===== src/irq_edge_pkg.sv =====
/*
  Constants for the interrupt edge and enable control block: register
  indices and byte addresses, field positions, reset values.
  Assumes a 32-bit APB master placing each register in one aligned word.
*/
// Operation
// [RQ1] pin 4 edge: 0 rising, 1 falling
// [RQ2] gate bit 1 blocks pin 4/3 flag
// [RQ3] pin 3 edge: 0 rising, 1 falling
// [RQ4] low edge register: pins 2..0, top zero
// [RQ5] serial1, serial0, timer3, timer2 enables
// [RQ6] timer1, timer0, pin4, pin3 enables
// [RQ7] pins 2, 1, 0 and chip-enable enables
// [RQ8] serial 1 pending in bit 0 only
// [RQ9] power-on and watchdog reset clear; others retain
// [RQ10] request only when pending and enabled
package irq_edge_pkg;
  // ==========================================================
  // register indices (byte address is four times the index)
  localparam logic [7:0] IDX_EDGE_HIGH = 8'h1E;
  localparam logic [7:0] IDX_EDGE_LOW = 8'h1F;
  localparam logic [7:0] IDX_EN_SERIAL_TIMER = 8'h2D;
  localparam logic [7:0] IDX_EN_TIMER_PINS = 8'h2E;
  localparam logic [7:0] IDX_EN_PINS_CHIPEN = 8'h2F;
  localparam logic [7:0] IDX_SERIAL1_REQ = 8'h34;
  localparam int ADDR_MIN_W = 8;
  // ==========================================================
  // field positions
  localparam int EXT4_EDGE_SEL_BIT = 3;
  localparam int EXT4_FLAG_GATE_BIT = 2;
  localparam int EXT3_EDGE_SEL_BIT = 1;
  localparam int EXT3_FLAG_GATE_BIT = 0;
  localparam int SERIAL1_PENDING_BIT = 0;
  // bit order of request and enable vectors
  localparam int SRC_CHIPEN = 0;
  localparam int SRC_EXT0 = 1;
  localparam int SRC_EXT3 = 4;
  localparam int SRC_EXT4 = 5;
  localparam int SRC_SERIAL1 = 11;
  localparam int NUM_SRC = 12;
  localparam int NUM_EXT = 5;
  // ==========================================================
  // reset values
  localparam logic [3:0] RESET_NIBBLE = 4'h0;
  localparam logic [31:0] READ_ZERO = 32'h0000_0000;
endpackage


===== src/irq_edge_ctrl.sv =====
/*
  Interrupt edge select, enable and serial 1 request registers with
  external pin edge detection and gated request output, APB slave.
  Assumes pins synchronous to clk_in; the core clears pin flags by
  pulses on ext_flag_clear_in; watchdog/stack reset arrives as a pulse.
*/
// Decided for this implementation: the APB register port.
`timescale 1ns/10ps
module irq_edge_ctrl
  import irq_edge_pkg::*;
#(
  parameter int ADDR_W = 8
) (
  input wire logic clk_in,
  input wire logic resetn_in,
  input wire logic wdt_reset_in,
  input wire logic psel_in,
  input wire logic penable_in,
  input wire logic pwrite_in,
  input wire logic [ADDR_W-1:0] paddr_in,
  input wire logic [31:0] pwdata_in,
  input wire logic [3:0] pstrb_in,
  input wire logic ext_irq_pin0_in,
  input wire logic ext_irq_pin1_in,
  input wire logic ext_irq_pin2_in,
  input wire logic ext_irq_pin3_in,
  input wire logic ext_irq_pin4_in,
  input wire logic [NUM_EXT-1:0] ext_flag_clear_in,
  input wire logic serial1_event_in,
  input wire logic serial0_pending_in,
  input wire logic [3:0] timer_pending_in,
  input wire logic chipen_pending_in,
  output logic [31:0] prdata_out,
  output logic pready_out,
  output logic pslverr_out,
  output logic [NUM_EXT-1:0] ext_pending_out,
  output logic [NUM_SRC-1:0] irq_request_out
);
  // ==========================================================
  // elaboration check
  if (ADDR_W < ADDR_MIN_W) begin : g_bad_addr
    $error("ADDR_W too narrow for the register map");
  end

  // ==========================================================
  // storage
  logic [3:0] edge_select_high;
  logic [2:0] edge_select_low;
  logic [3:0] irq_enable_serial_timer;
  logic [3:0] irq_enable_timer_pins;
  logic [3:0] irq_enable_pins_chipen;
  logic serial1_irq_pending;
  logic [NUM_EXT-1:0] ext_pend;
  logic [NUM_EXT-1:0] pin_prev;
  logic clear_all;

  // power-on or watchdog/stack reset clears; chip-enable reset does not
  assign clear_all = !resetn_in || wdt_reset_in; // [RQ9]

  // ==========================================================
  // address decode
  function automatic logic hit(input logic [ADDR_W-1:0] a,
                               input logic [7:0] idx);
    hit = (a == ADDR_W'({idx, 2'b00}));
  endfunction

  wire sel_edge_high = hit(paddr_in, IDX_EDGE_HIGH);
  wire sel_edge_low = hit(paddr_in, IDX_EDGE_LOW);
  wire sel_en_st = hit(paddr_in, IDX_EN_SERIAL_TIMER);
  wire sel_en_tp = hit(paddr_in, IDX_EN_TIMER_PINS);
  wire sel_en_pc = hit(paddr_in, IDX_EN_PINS_CHIPEN);
  wire sel_s1 = hit(paddr_in, IDX_SERIAL1_REQ);
  wire mapped = sel_edge_high || sel_edge_low || sel_en_st ||
                sel_en_tp || sel_en_pc || sel_s1;
  wire access = psel_in && penable_in;
  // transfer completes on the edge where registered pready is high
  wire done = access && pready_out;
  wire wr_ok = done && pwrite_in && pstrb_in[0] && mapped;

  // read mux; unused upper bits read zero
  logic [31:0] rd_mux;
  always_comb begin
    rd_mux = READ_ZERO;
    if (sel_edge_high) begin
      rd_mux[3:0] = edge_select_high;
    end else if (sel_edge_low) begin
      rd_mux[2:0] = edge_select_low; // [RQ4]
    end else if (sel_en_st) begin
      rd_mux[3:0] = irq_enable_serial_timer;
    end else if (sel_en_tp) begin
      rd_mux[3:0] = irq_enable_timer_pins;
    end else if (sel_en_pc) begin
      rd_mux[3:0] = irq_enable_pins_chipen;
    end else if (sel_s1) begin
      rd_mux[SERIAL1_PENDING_BIT] = serial1_irq_pending; // [RQ8]
    end
  end

  // ==========================================================
  // apb answer: one wait state, registered ready and data
  always_ff @(posedge clk_in) begin
    if (!resetn_in) begin
      pready_out <= 1'b0;
      prdata_out <= READ_ZERO;
      pslverr_out <= 1'b0;
    end else begin
      pready_out <= access && !pready_out;
      prdata_out <= (access && !pwrite_in) ? rd_mux : READ_ZERO;
      pslverr_out <= access && !pready_out && !mapped;
    end
  end

  // ==========================================================
  // control registers
  always_ff @(posedge clk_in) begin
    if (clear_all) begin // [RQ9]
      edge_select_high <= RESET_NIBBLE;
      edge_select_low <= RESET_NIBBLE[2:0];
      irq_enable_serial_timer <= RESET_NIBBLE;
      irq_enable_timer_pins <= RESET_NIBBLE;
      irq_enable_pins_chipen <= RESET_NIBBLE;
    end else if (wr_ok) begin
      if (sel_edge_high) edge_select_high <= pwdata_in[3:0];
      if (sel_edge_low) edge_select_low <= pwdata_in[2:0]; // [RQ4]
      if (sel_en_st) irq_enable_serial_timer <= pwdata_in[3:0]; // [RQ5]
      if (sel_en_tp) irq_enable_timer_pins <= pwdata_in[3:0]; // [RQ6]
      if (sel_en_pc) irq_enable_pins_chipen <= pwdata_in[3:0]; // [RQ7]
    end
  end

  // ==========================================================
  // serial 1 pending flag: event wins over a software write
  wire s1_wr = wr_ok && sel_s1;
  wire next_s1 = serial1_event_in ||
                 (s1_wr ? pwdata_in[SERIAL1_PENDING_BIT]
                        : serial1_irq_pending);
  always_ff @(posedge clk_in) begin
    if (clear_all) begin
      serial1_irq_pending <= 1'b0;
    end else begin
      serial1_irq_pending <= next_s1; // [RQ8]
    end
  end

  // ==========================================================
  // external pin edge detection
  wire [NUM_EXT-1:0] pins = {ext_irq_pin4_in, ext_irq_pin3_in,
                             ext_irq_pin2_in, ext_irq_pin1_in,
                             ext_irq_pin0_in};
  // per-pin edge select: 0 rising, 1 falling
  wire [NUM_EXT-1:0] ext_edge_sel = {
    edge_select_high[EXT4_EDGE_SEL_BIT], // [RQ1]
    edge_select_high[EXT3_EDGE_SEL_BIT], // [RQ3]
    edge_select_low};                    // [RQ4]
  // gate bit 1 blocks flag setting on the shared pins
  wire [NUM_EXT-1:0] ext_flag_gate = {
    edge_select_high[EXT4_FLAG_GATE_BIT],
    edge_select_high[EXT3_FLAG_GATE_BIT], 3'b000}; // [RQ2]
  logic [NUM_EXT-1:0] ext_hit;
  logic [NUM_EXT-1:0] next_pend;

  for (genvar i = 0; i < NUM_EXT; i++) begin : g_ext
    wire rise = pins[i] && !pin_prev[i];
    wire fall = !pins[i] && pin_prev[i];
    assign ext_hit[i] = (ext_edge_sel[i] ? fall : rise) &&
                        !ext_flag_gate[i]; // [RQ1] [RQ2] [RQ3]
    // a detected edge wins over a clear in the same cycle
    assign next_pend[i] = ext_hit[i] ||
                          (ext_pend[i] && !ext_flag_clear_in[i]);
  end

  // pin history is loaded from the pins during reset to avoid false edges
  always_ff @(posedge clk_in) begin
    if (clear_all) begin
      pin_prev <= pins;
      ext_pend <= '0;
    end else begin
      pin_prev <= pins;
      ext_pend <= next_pend;
    end
  end

  // ==========================================================
  // gated request to the core
  wire [NUM_SRC-1:0] pend_vec = {serial1_irq_pending, serial0_pending_in,
                                 timer_pending_in, ext_pend,
                                 chipen_pending_in};
  wire [NUM_SRC-1:0] en_vec = {irq_enable_serial_timer,
                               irq_enable_timer_pins,
                               irq_enable_pins_chipen};
  always_ff @(posedge clk_in) begin
    if (!resetn_in) begin
      irq_request_out <= '0;
      ext_pending_out <= '0;
    end else begin
      irq_request_out <= pend_vec & en_vec; // [RQ10]
      ext_pending_out <= next_pend & {NUM_EXT{!wdt_reset_in}};
    end
  end
endmodule


===== config.mk =====
export PLATFORM = sky130hd
export DESIGN_NAME = irq_edge_ctrl
export DESIGN_NICKNAME = d
export VERILOG_FILES = /design/src/irq_edge_pkg.sv /design/src/irq_edge_ctrl.sv
export SDC_FILE = /design/constraint.sdc
export NUM_CORES = 1
export LEC_CHECK = 0
export BUFFER_PORTS_ARGS = -buffer_cell sky130_fd_sc_hd__buf_4
export CAP_MARGIN = 5
export CELL_PAD_IN_SITES_DETAIL_PLACEMENT = 0
export CELL_PAD_IN_SITES_GLOBAL_PLACEMENT = 2
export CORE_MARGIN = 10
export CORE_UTILIZATION = 27
export CTS_CLUSTER_SIZE = 40
export DETAILED_ROUTE_END_ITERATION = 10
export PLACE_DENSITY_LB_ADDON = 0.1
export SYNTH_ARGS = -nofsm -noshare
export SYNTH_HDL_FRONTEND = slang
export SYNTH_SLANG_ARGS = --single-unit

===== constraint.sdc =====
create_clock -name clk_in -period 2.7 [get_ports clk_in]
set_clock_uncertainty 0.2 [all_clocks]
set_input_delay 0.135 -clock clk_in [delete_from_list [all_inputs] [get_ports clk_in]]
set_output_delay 0.135 -clock clk_in [all_outputs]
set_load 0.02 [all_outputs]

## After elaboration in Yosys (flattened, before gate mapping)

Index checks and enable logic that the tools add are counted.

| storage, ports and cells | value |
|---|---|
| bits of input ports | 67 |
| bits in writable memories | 0 |
| flip-flop bits (word level) | 81 |
| bits in latches | 0 |
| ROM bits | 0 |
| memories kept | 0 |
| logic and storage cells | 102 |

| cells by class | value |
|---|---|
| $mul | 0 |
| add/sub/neg operators | 0 |
| bitwise logic cells | 2 |
| shift-type cells | 0 |
| $lt $le $gt $ge | 0 |
| equal/unequal tests | 6 |
| div/mod/pow operators | 0 |
| mux-type cells | 14 |
| reductions and logical operators | 66 |

Operators by type and width:

| operator | count |
|---|---|
| == test 8 bit, second input constant | 4 |
| logical AND 1 bit | 26 |
| logical NOT 1 bit | 22 |
| == test 8 x 7 -> 1 bit, second input constant | 2 |
| AND 12 bit | 1 |
| logical OR 1 bit | 12 |
| two-way mux 4 bit | 3 |
| AND reduction 2 bit | 6 |
| two-way mux 1 bit | 9 |
| two-way mux 3 bit | 2 |
| AND 5 bit | 1 |

## Longest topological paths before layout

Gate-level depths: netlist of the first run.

| logic depth | value |
|---|---|
| depth after elaboration | 10 |
| mapped depth | 5 |
| mapped depth without buffers | 4 |

## Worst setup path before layout of the first run

OpenSTA, ideal clock, no wires.

| timing path | value |
|---|---|
| path kind | register to register |
| start | reg pready_out |
| end | reg edge_select_high[0] |
| setup time | 128 ps |
| cell stages (with the launch flop) | 6 |
| arrival time | 1255 ps |
| path buffers | 1 |
| clock period less this slack | 1583 ps |
| slack | 1117 ps |
| cells stage by stage | dfxtp_1 and4_1 buf_2 nand4_1 mux2i_1 nor2_1 |

| between the ends | value |
|---|---|
| cells in the longest elaborated chain, start to end | 5 |

Ends and longest elaborated chain:

| what | RTL line | source |
|---|---|---|
| start: declaration | irq_edge_ctrl.sv:34 | `output logic pready_out,` |
| start signal: assignment | irq_edge_ctrl.sv:107 | `pready_out <= access && !pready_out;` |
| logical AND 1 bit | irq_edge_ctrl.sv:77 | `wire done = access && pready_out;` |
| logical AND 1 bit (3 in series) | irq_edge_ctrl.sv:78 | `wire wr_ok = done && pwrite_in && pstrb_in[0] && mapped;` |
| AND reduction 2 bit (no source line) | - |  |
| end signal: assignment | irq_edge_ctrl.sv:123 | `if (sel_edge_high) edge_select_high <= pwdata_in[3:0];` |
| end: declaration | irq_edge_ctrl.sv:47 | `logic [3:0] edge_select_high;` |

No other way between the ends.
A chain may end at the register's enable or synchronous reset.

## Worst setup path in the final report of the first run

| timing path | value |
|---|---|
| start | in paddr_in[0] |
| end | reg prdata_out[3] |

| between the ends | value |
|---|---|
| cells in the longest elaborated chain, start to end | 6 |
| elaborated cells on any way between the ends | 10 |

Ends and longest elaborated chain:

| what | RTL line | source |
|---|---|---|
| start: declaration | irq_edge_ctrl.sv:20 | `input wire logic [ADDR_W-1:0] paddr_in,` |
| == test 8 bit | irq_edge_ctrl.sv:64 | `hit = (a == ADDR_W'({idx, 2'b00}));` |
| two-way mux 3 bit | irq_edge_ctrl.sv:92 | `end else if (sel_en_pc) begin` |
| two-way mux 4 bit | irq_edge_ctrl.sv:90 | `end else if (sel_en_tp) begin` |
| two-way mux 4 bit | irq_edge_ctrl.sv:88 | `end else if (sel_en_st) begin` |
| two-way mux 1 bit | irq_edge_ctrl.sv:86 | `end else if (sel_edge_low) begin` |
| two-way mux 4 bit * | irq_edge_ctrl.sv:84 | `if (sel_edge_high) begin` |
| end signal: assignment | irq_edge_ctrl.sv:108 | `prdata_out <= (access && !pwrite_in) ? rd_mux : READ_ZERO;` |
| end: declaration | irq_edge_ctrl.sv:33 | `output logic [31:0] prdata_out,` |

Every way passes the cells marked *; elsewhere a longest branch is shown, timed or not.

==> impl_metrics.tcl, run 1 <==
set metrics [dict create \
    met1_usage_pct 13.6 \
    timing.max_cap.violations 0 \
    initialDrtViolationCount 46 \
    fin_setup_tns_ns 0 \
    detail_route.wirelength_um 6260 \
    ys_ff_latch 53 \
    design.final.nets 375 \
    layout_commonest_cell "buf_4" \
    coreArea_mm2 0.00822 \
    regToRegSetupSlack_ns 0.87 \
    vdd_drop_max_v 0.000220 \
    cts_hold_repair.buffers 26 \
    p_sw_mw 0.377 \
    die_height_um 112 \
    power_density_mw_per_mm2 498 \
    globalRouteOverflowTotal 0 \
    diodes 0 \
    fin_crit_ns 2.21 \
    post_synthesis_area_per_instance_um2 10.0 \
    final_cell_mix "buf_4 (59), dfxtp_1 (53), nor2_1 (29)" \
    cell_internal_pwr_mw 1.15 \
    post-route-drc-count 0 \
    unique_cell_type_count_in_the_yosys_netlist 39 \
    layout.filler_cells 858 \
    final-max-slew-violation-count 0 \
    wl_per_cell_um 15.1 \
    fin_total_pwr_mw 1.53 \
    clockPowerShare_pct 36.3 \
    fp.dieArea_mm2 0.0126 \
    fin_ws_ns 0.495 \
    cts_post_setup_buffers_inserted 0 \
    netlist_instances 228 \
    grt_setup_unrepaired "false" \
    setup-violations-final 0 \
    clock_sink_count 53 \
    cpMaxStageDelayCell "dlygate4sd3_1" \
    final.period_utilization_pct 81.7 \
    highest_clock_rate_ghz 0.453 \
    antenna_violating_nets_left 0 \
    cts_resized 0 \
    worst_path_most_repeated_cell "dlygate4sd3_1" \
    first_global_vias 1942 \
    via_count 1790 \
    worst_setup_hold_path_clk_slew_ns 0.09 \
    worstPathCellList "dlygate4sd3_1 > buf_4 > nor2_1 > nand3_4 > o32a_1 > nor3_2 > dlygate4sd3_1" \
    floorplan.io_pins 118 \
    grt_max_degree 31 \
    start_kind "input port" \
    worst_r2r_path_depth 4 \
    dp.final_hpwl_um 4650 \
    sequential_cell_fraction_of_total_power_pct 52.1 \
    worst_r2r_endpoint "irq_enable_timer_pins[0]$_SDFFE_PP0P_" \
    grtUsageTotal_pct 10.0 \
    multi_input_area_mm2 0.00105 \
    max-clock-path-buffers 2 \
    clock_insertion_delay_worst_skew_ns 0.31 \
    worst_setup_ep "prdata_out[3]$_SDFF_PN0_" \
    preCtsSetupSlack_ns 0.836 \
    cts-root-buf "clkbuf_8" \
    outcome "complete, no violations" \
    synthesis.yosys.warnings 0 \
    grt-busiest-layer "met2" \
    finalHoldViolCount 0 \
    timing.critical_path.slowest_cell_delay_ns 0.55 \
    placement.io_buffers 58 \
    grt_util_met2_pct 15.1 \
    via_per_inst 4.32 \
    die_w_um 112 \
    worst_ep_arrival_time_ns 2.26 \
    synth.yosys.seq_area_share_pct 46.4 \
    initial_utilization_pct 27.9 \
    cp-startpoint "paddr_in[0]" \
    syn-cell-area_mm2 0.00229 \
    cts_made_buffers 5 \
    antenna_found_initial 0 \
    share_of_cells_above_drive_strength_1_pct 26.9 \
    seqCellArea_mm2 0.00106 \
    p_comb_share_pct 11.6 \
    critical_path_peak_fanout 5 \
    flow.area_growth_from_synthesis_pct 34.0 \
    place.gp.congestion 0.708 \
    timing.setup.critical_path_class "input port to register" \
    htreeDepth 2 \
    holdCritPathClass "input port to register" \
    leakagePower_nw 1.44 \
    grt_first_pass_wirelength_um 10400 \
    drt_first_pass_iters 4 \
    reg2reg_from "pready_out$_SDFF_PN0_" \
    critPathCaptureType "register" \
    critPathRequiredTime_ns 2.75 \
    switching_fraction_pct 24.7 \
    tritoncts "done" \
    grt_use_met3_pct 3.19 \
    num_rows 33 \
]
[critical path: cells and delay by family]
kind | cells | cell delay [ns]
buf+inv | 3 | 1.25
simple gates | 3 | 0.55
compound gates | 1 | 0.33
[power groups by stage]
stage | Sequential (mW) | Combinational, mW | Clock, mW
6_report | 0.796 | 0.177 | 0.554
5_1_grt | 0.798 | 0.195 | 0.605
4_1_cts | 0.796 | 0.177 | 0.577
3_5_place_dp | 0.814 | 0.148 | 0
3_3_place_gp | 0.814 | 0.149 | 0
2_1_floorplan | 0.818 | 0.112 | 0
[cell usage after synthesis]
master | instances | area, um2
o311a_1 | 2 | 20.0
nand3_1 | 3 | 15.0
a211oi_1 | 1 | 7.51
buf_2 | 3 | 15.0
or3b_2 | 5 | 43.8
o22ai_1 | 2 | 12.5
conb_1 | 1 | 3.75
a31oi_1 | 6 | 37.5
inv_1 | 3 | 11.3
o32a_1 | 1 | 10.0
a21oi_1 | 6 | 30.0
nor4b_1 | 1 | 8.76
mux2i_1 | 20 | 200
buf_6 | 1 | 11.3
nand2_1 | 2 | 7.51
a22oi_1 | 3 | 22.5
nor2b_1 | 3 | 18.8
o2111a_1 | 1 | 11.3
o21ai_0 | 1 | 5.00
and4b_1 | 2 | 20.0
mux2_2 | 4 | 45.0
and3_1 | 12 | 75.1
a221oi_1 | 1 | 8.76
nor3_2 | 1 | 10.0
nand2b_1 | 4 | 25.0
and4bb_2 | 1 | 12.5
dfxtp_1 | 53 | 1060
nor2_1 | 29 | 109
nor4b_2 | 2 | 30.0
nand4_1 | 5 | 31.3
nor3_1 | 2 | 10.0
nand4_2 | 2 | 25.0
clkbuf_1 | 5 | 18.8
buf_4 | 30 | 225
nand3b_1 | 6 | 45.0
and4_1 | 1 | 8.76
nor4bb_1 | 1 | 10.0
nand4b_1 | 1 | 8.76
nand3_4 | 1 | 17.5
[per-layer routing]
metal	share of wire, %	routed length, um	up-vias
met5	0	0	-
li1	-	-	910
met4	0.50	31	0
met2	44	2780	58
met3	6.1	381	2
met1	49	3060	820
[registers in the layout, indices dropped and copies added, names as in the netlist, 5 cells and up]
signal           count
ext_pend             5
ext_pending_out      5
irq_request_out     12
pin_prev             5
[worst min-delay path by stage]
stage,startpoint,to,cells past startpoint
after detailed placement,ext_irq_pin1_in,pin_prev[1]$_DFF_P_,1
after global routing,resetn_in,irq_request_out[5]$_SDFF_PN0_,2
after CTS,resetn_in,irq_request_out[9]$_SDFF_PN0_,2
final,paddr_in[5],serial1_irq_pending$_SDFF_PP0_,4
after global placement,ext_irq_pin1_in,pin_prev[1]$_DFF_P_,1
after floorplan,ext_irq_pin0_in,pin_prev[0]$_DFF_P_,0
[cells by family after synthesis]
kind of cell | synth area share (%)
compound gates | 7.22
buf+inv | 12.3
flops | 46.4
mux | 10.7
other cells | 0.164
simple gates | 23.2
[layout make-up]
| class | count | area share [%] |
|---|---|---|
| clock buffers | 5 | 2.24 |
| clock inverters | 3 | 1.43 |
| inverters | 3 | 0.367 |
| multi-input cells | 160 | 34.1 |
| flip-flops and latches | 53 | 34.6 |
| well taps | 105 | 4.28 |
| repair buffers | 85 | 22.9 |
[through the flow]
step,instances,hold slack (ns),area [um2],utilization [%]
global route,414,0.0167,3070,37.3
global placement,380,0.0532,2690,32.8
floorplan,255,-0.0373,2390,-
CTS,414,0.00222,3070,37.3
detailed placement,380,0.0549,2690,32.8
finish,414,0.00870,3070,37.3
(Power assumes the default switching activity.)
==> run 2, diff against run 1 <==
--- a/config.mk
+++ b/config.mk
@@ -5,12 +5,13 @@
 export SDC_FILE = /design/constraint.sdc
 export NUM_CORES = 1
 export LEC_CHECK = 0
+export ABC_AREA = 1
 export BUFFER_PORTS_ARGS = -buffer_cell sky130_fd_sc_hd__buf_4
 export CAP_MARGIN = 5
 export CELL_PAD_IN_SITES_DETAIL_PLACEMENT = 0
 export CELL_PAD_IN_SITES_GLOBAL_PLACEMENT = 2
 export CORE_MARGIN = 10
-export CORE_UTILIZATION = 27
+export CORE_UTILIZATION = 22
 export CTS_CLUSTER_SIZE = 40
 export DETAILED_ROUTE_END_ITERATION = 10
 export PLACE_DENSITY_LB_ADDON = 0.1
==> constraint.sdc (replaced) <==
create_clock -name clk_in -period 1.8 [get_ports clk_in]
set_clock_uncertainty 0.2 [all_clocks]
set_input_delay 0.09 -clock clk_in [delete_from_list [all_inputs] [get_ports clk_in]]
set_output_delay 0.09 -clock clk_in [all_outputs]
set_load 0.02 [all_outputs]
==> impl_metrics.tcl, run 2 <==
set metrics [dict create \
    via_per_inst 3.78 \
    worst_setup_hold_path_clk_slew_ns 0.07 \
    largest_register_ffs 12 \
    critPathRequiredTime_ns 1.83 \
    antenna_found_initial 0 \
    final.period_utilization_pct 85.2 \
    highest_clock_rate_ghz 0.652 \
    placement.cell_area_mm2 0.00316 \
    cts_post_setup_buffers_inserted 0 \
    regToRegSetupSlack_ns 0.28 \
    syn-cell-area_mm2 0.00264 \
    max-clock-path-buffers 2 \
    finalHoldViolCount 0 \
    dp.final_hpwl_um 6040 \
    clock_sink_count 53 \
    timing.max_cap.violations 0 \
    cpMaxStageDelayCell "dlygate4sd3_1" \
    preCtsSetupSlack_ns 0.192 \
    num_rows 39 \
    cp-startpoint "pwrite_in" \
    holdCritPathClass "input port to register" \
    die_w_um 129 \
    place.gp.congestion 0.727 \
    worst_path_most_repeated_cell "buf_4" \
    postSynth.asyncResetShare_pct 0 \
    htreeDepth 2 \
    final_cell_mix "nand2_1 (74), inv_1 (64), buf_4 (63)" \
    fin_crit_ns 1.53 \
    post_synthesis_area_per_instance_um2 7.28 \
    cts_made_buffers 5 \
    initial_utilization_pct 22.8 \
    grt_setup_unrepaired "false" \
    via_count 2216 \
    final-max-slew-violation-count 0 \
    critical_path_peak_fanout 11 \
    synth_top_cells_by_area "dfxtp_1 (40%), nand2_1 (11%), inv_1 (9.1%)" \
    cp_num_cells 9 \
    worstPathCellList "dlygate4sd3_1 > buf_4 > nand3_2 > nor2_8 > buf_4 > nand3_4 > nand2_1 > inv_1 > nor2_1" \
    design_area_mm2 0.00349 \
    tritoncts "done" \
    coreArea_mm2 0.0116 \
    worst_r2r_path_depth 7 \
    detail_route.wirelength_um 7500 \
    grt_max_degree 21 \
    worst_r2r_endpoint "edge_select_high[0]$_SDFFE_PP0P_" \
    timing.critical_path.slowest_cell_delay_ns 0.53 \
    placement.io_buffers 58 \
    synth.yosys.seq_area_share_pct 40.3 \
    finalHoldWorstSlack_ns 0.0176 \
    layout_commonest_cell "nand2_1" \
    crit_buf_inv 4 \
    synthesis.yosys.warnings 0 \
    flow.area_growth_from_synthesis_pct 32.4 \
    post-route-drc-count 0 \
    die_height_um 129 \
    fin_ws_ns 0.267 \
    top_register "irq_request_out" \
    cts_hold_repair.buffers 19 \
    synth_edf_count 0 \
    timing.setup.critical_path_class "input port to register" \
    drt_first_pass_iters 4 \
    grtUsageTotal_pct 8.98 \
    setup-violations-final 0 \
    ys_ff_latch 53 \
    synth_flop_cell "dfxtp_1" \
    leakagePower_nw 1.63 \
    unique_cell_type_count_in_the_yosys_netlist 28 \
    cts-root-buf "clkbuf_16" \
    fin_setup_tns_ns 0 \
    synthDominantAreaCellType "dfxtp_1" \
    utilization_pct 30.2 \
    grt_first_pass_wirelength_um 11800 \
    start_kind "input port" \
    critPathCaptureType "register" \
    worst_path_dominant_cell_family "buffers and inverters" \
    worst_setup_ep "edge_select_high[0]$_SDFFE_PP0P_" \
    diodes 0 \
    design.final.nets 510 \
    antenna_violating_nets_left 0 \
    floorplan.io_pins 118 \
    yosys-top-cells-count "nand2_1 (74), inv_1 (64), dfxtp_1 (53)" \
    clock_insertion_delay_worst_skew_ns 0.29 \
    worst_ep_arrival_time_ns 1.56 \
    outcome "complete, no violations" \
    yosys.cell_count.top_type "nand2_1" \
    vdd_drop_max_v 0.000321 \
    cts_resized 0 \
    initialDrtViolationCount 51 \
    globalRouteOverflowTotal 0 \
    wl_per_cell_um 12.8 \
    power_density_mw_per_mm2 693 \
    fp.dieArea_mm2 0.0168 \
    netlist_instances 362 \
    share_of_cells_above_drive_strength_1_pct 22.5 \
    first_global_vias 2261 \
    reg2reg_from "pready_out$_SDFF_PN0_" \
    synth.top_cell.area_share_pct 40.3 \
]
[run 2: worst min path at each step]
| stage | cells after the start | start | slack [ns] | end |
|---|---|---|---|---|
| floorplan | 0 | ext_irq_pin0_in | -0.08 | pin_prev[0]$_DFF_P_ |
| CTS | 5 | wdt_reset_in | 0.02 | ext_pend[0]$_SDFF_PP0_ |
| global placement | 1 | ext_irq_pin3_in | 0.004 | pin_prev[3]$_DFF_P_ |
| detailed placement | 1 | ext_irq_pin3_in | 0.006 | pin_prev[3]$_DFF_P_ |
| global route | 5 | wdt_reset_in | 0.04 | ext_pend[2]$_SDFF_PP0_ |
| finish | 5 | resetn_in | 0.02 | prdata_out[3]$_SDFF_PN0_ |
[run 2: report_power, final]
group          leakage (nW)  internal [mW]  switching (mW)
Sequential            0.430           1.19         0.00654
Clock                0.0696          0.511           0.431
Combinational          1.13          0.115           0.167
[run 2: cells by family (layout without fill, tap and decap cells)]
logic type | Yosys count | count (layout) | share of synthesized area [%]
AOI/OAI and AO/OA | 14 | 14 | 3.23
buffers and inverters | 105 | 160 | 20.1
DFF | 53 | 53 | 40.3
other | 1 | 28 | 0.142
and+or+nand+nor | 189 | 189 | 36.3
[run 2: worst reg2reg max path, stage by stage (launching register included)]
cell and delay (ns):
dfxtp_1 0.41, nand3_2 0.14, nor2_8 0.22, buf_4 0.21
nand3_4 0.10, nand2_1 0.08, inv_1 0.04, nor2_1 0.08
[run 2: metrics by stage]
stage	std cells	power, mW
floorplan	389	1.41
global placement	560	1.47
detailed placement	560	1.47
CTS	587	2.48
global route	587	2.55
finish	587	2.42
[run 2: layout make-up]
cell class	count	area, um2
sequential	53	1060
tap	143	179
clock buffer	5	125
inverter	68	256
clock inverter	3	17.5
multi-input combinational	231	1150
timing repair buffer	84	703
fill	1304	8080
[run 2: metal layers]
metal	vias to the layer above	GRT usage (%)	wire length (um)
met5	-	0	0
li1	1210	-	-
met1	967	10.8	3450
met2	37	15.3	3670
met3	2	2.77	331
met4	0	2.18	45
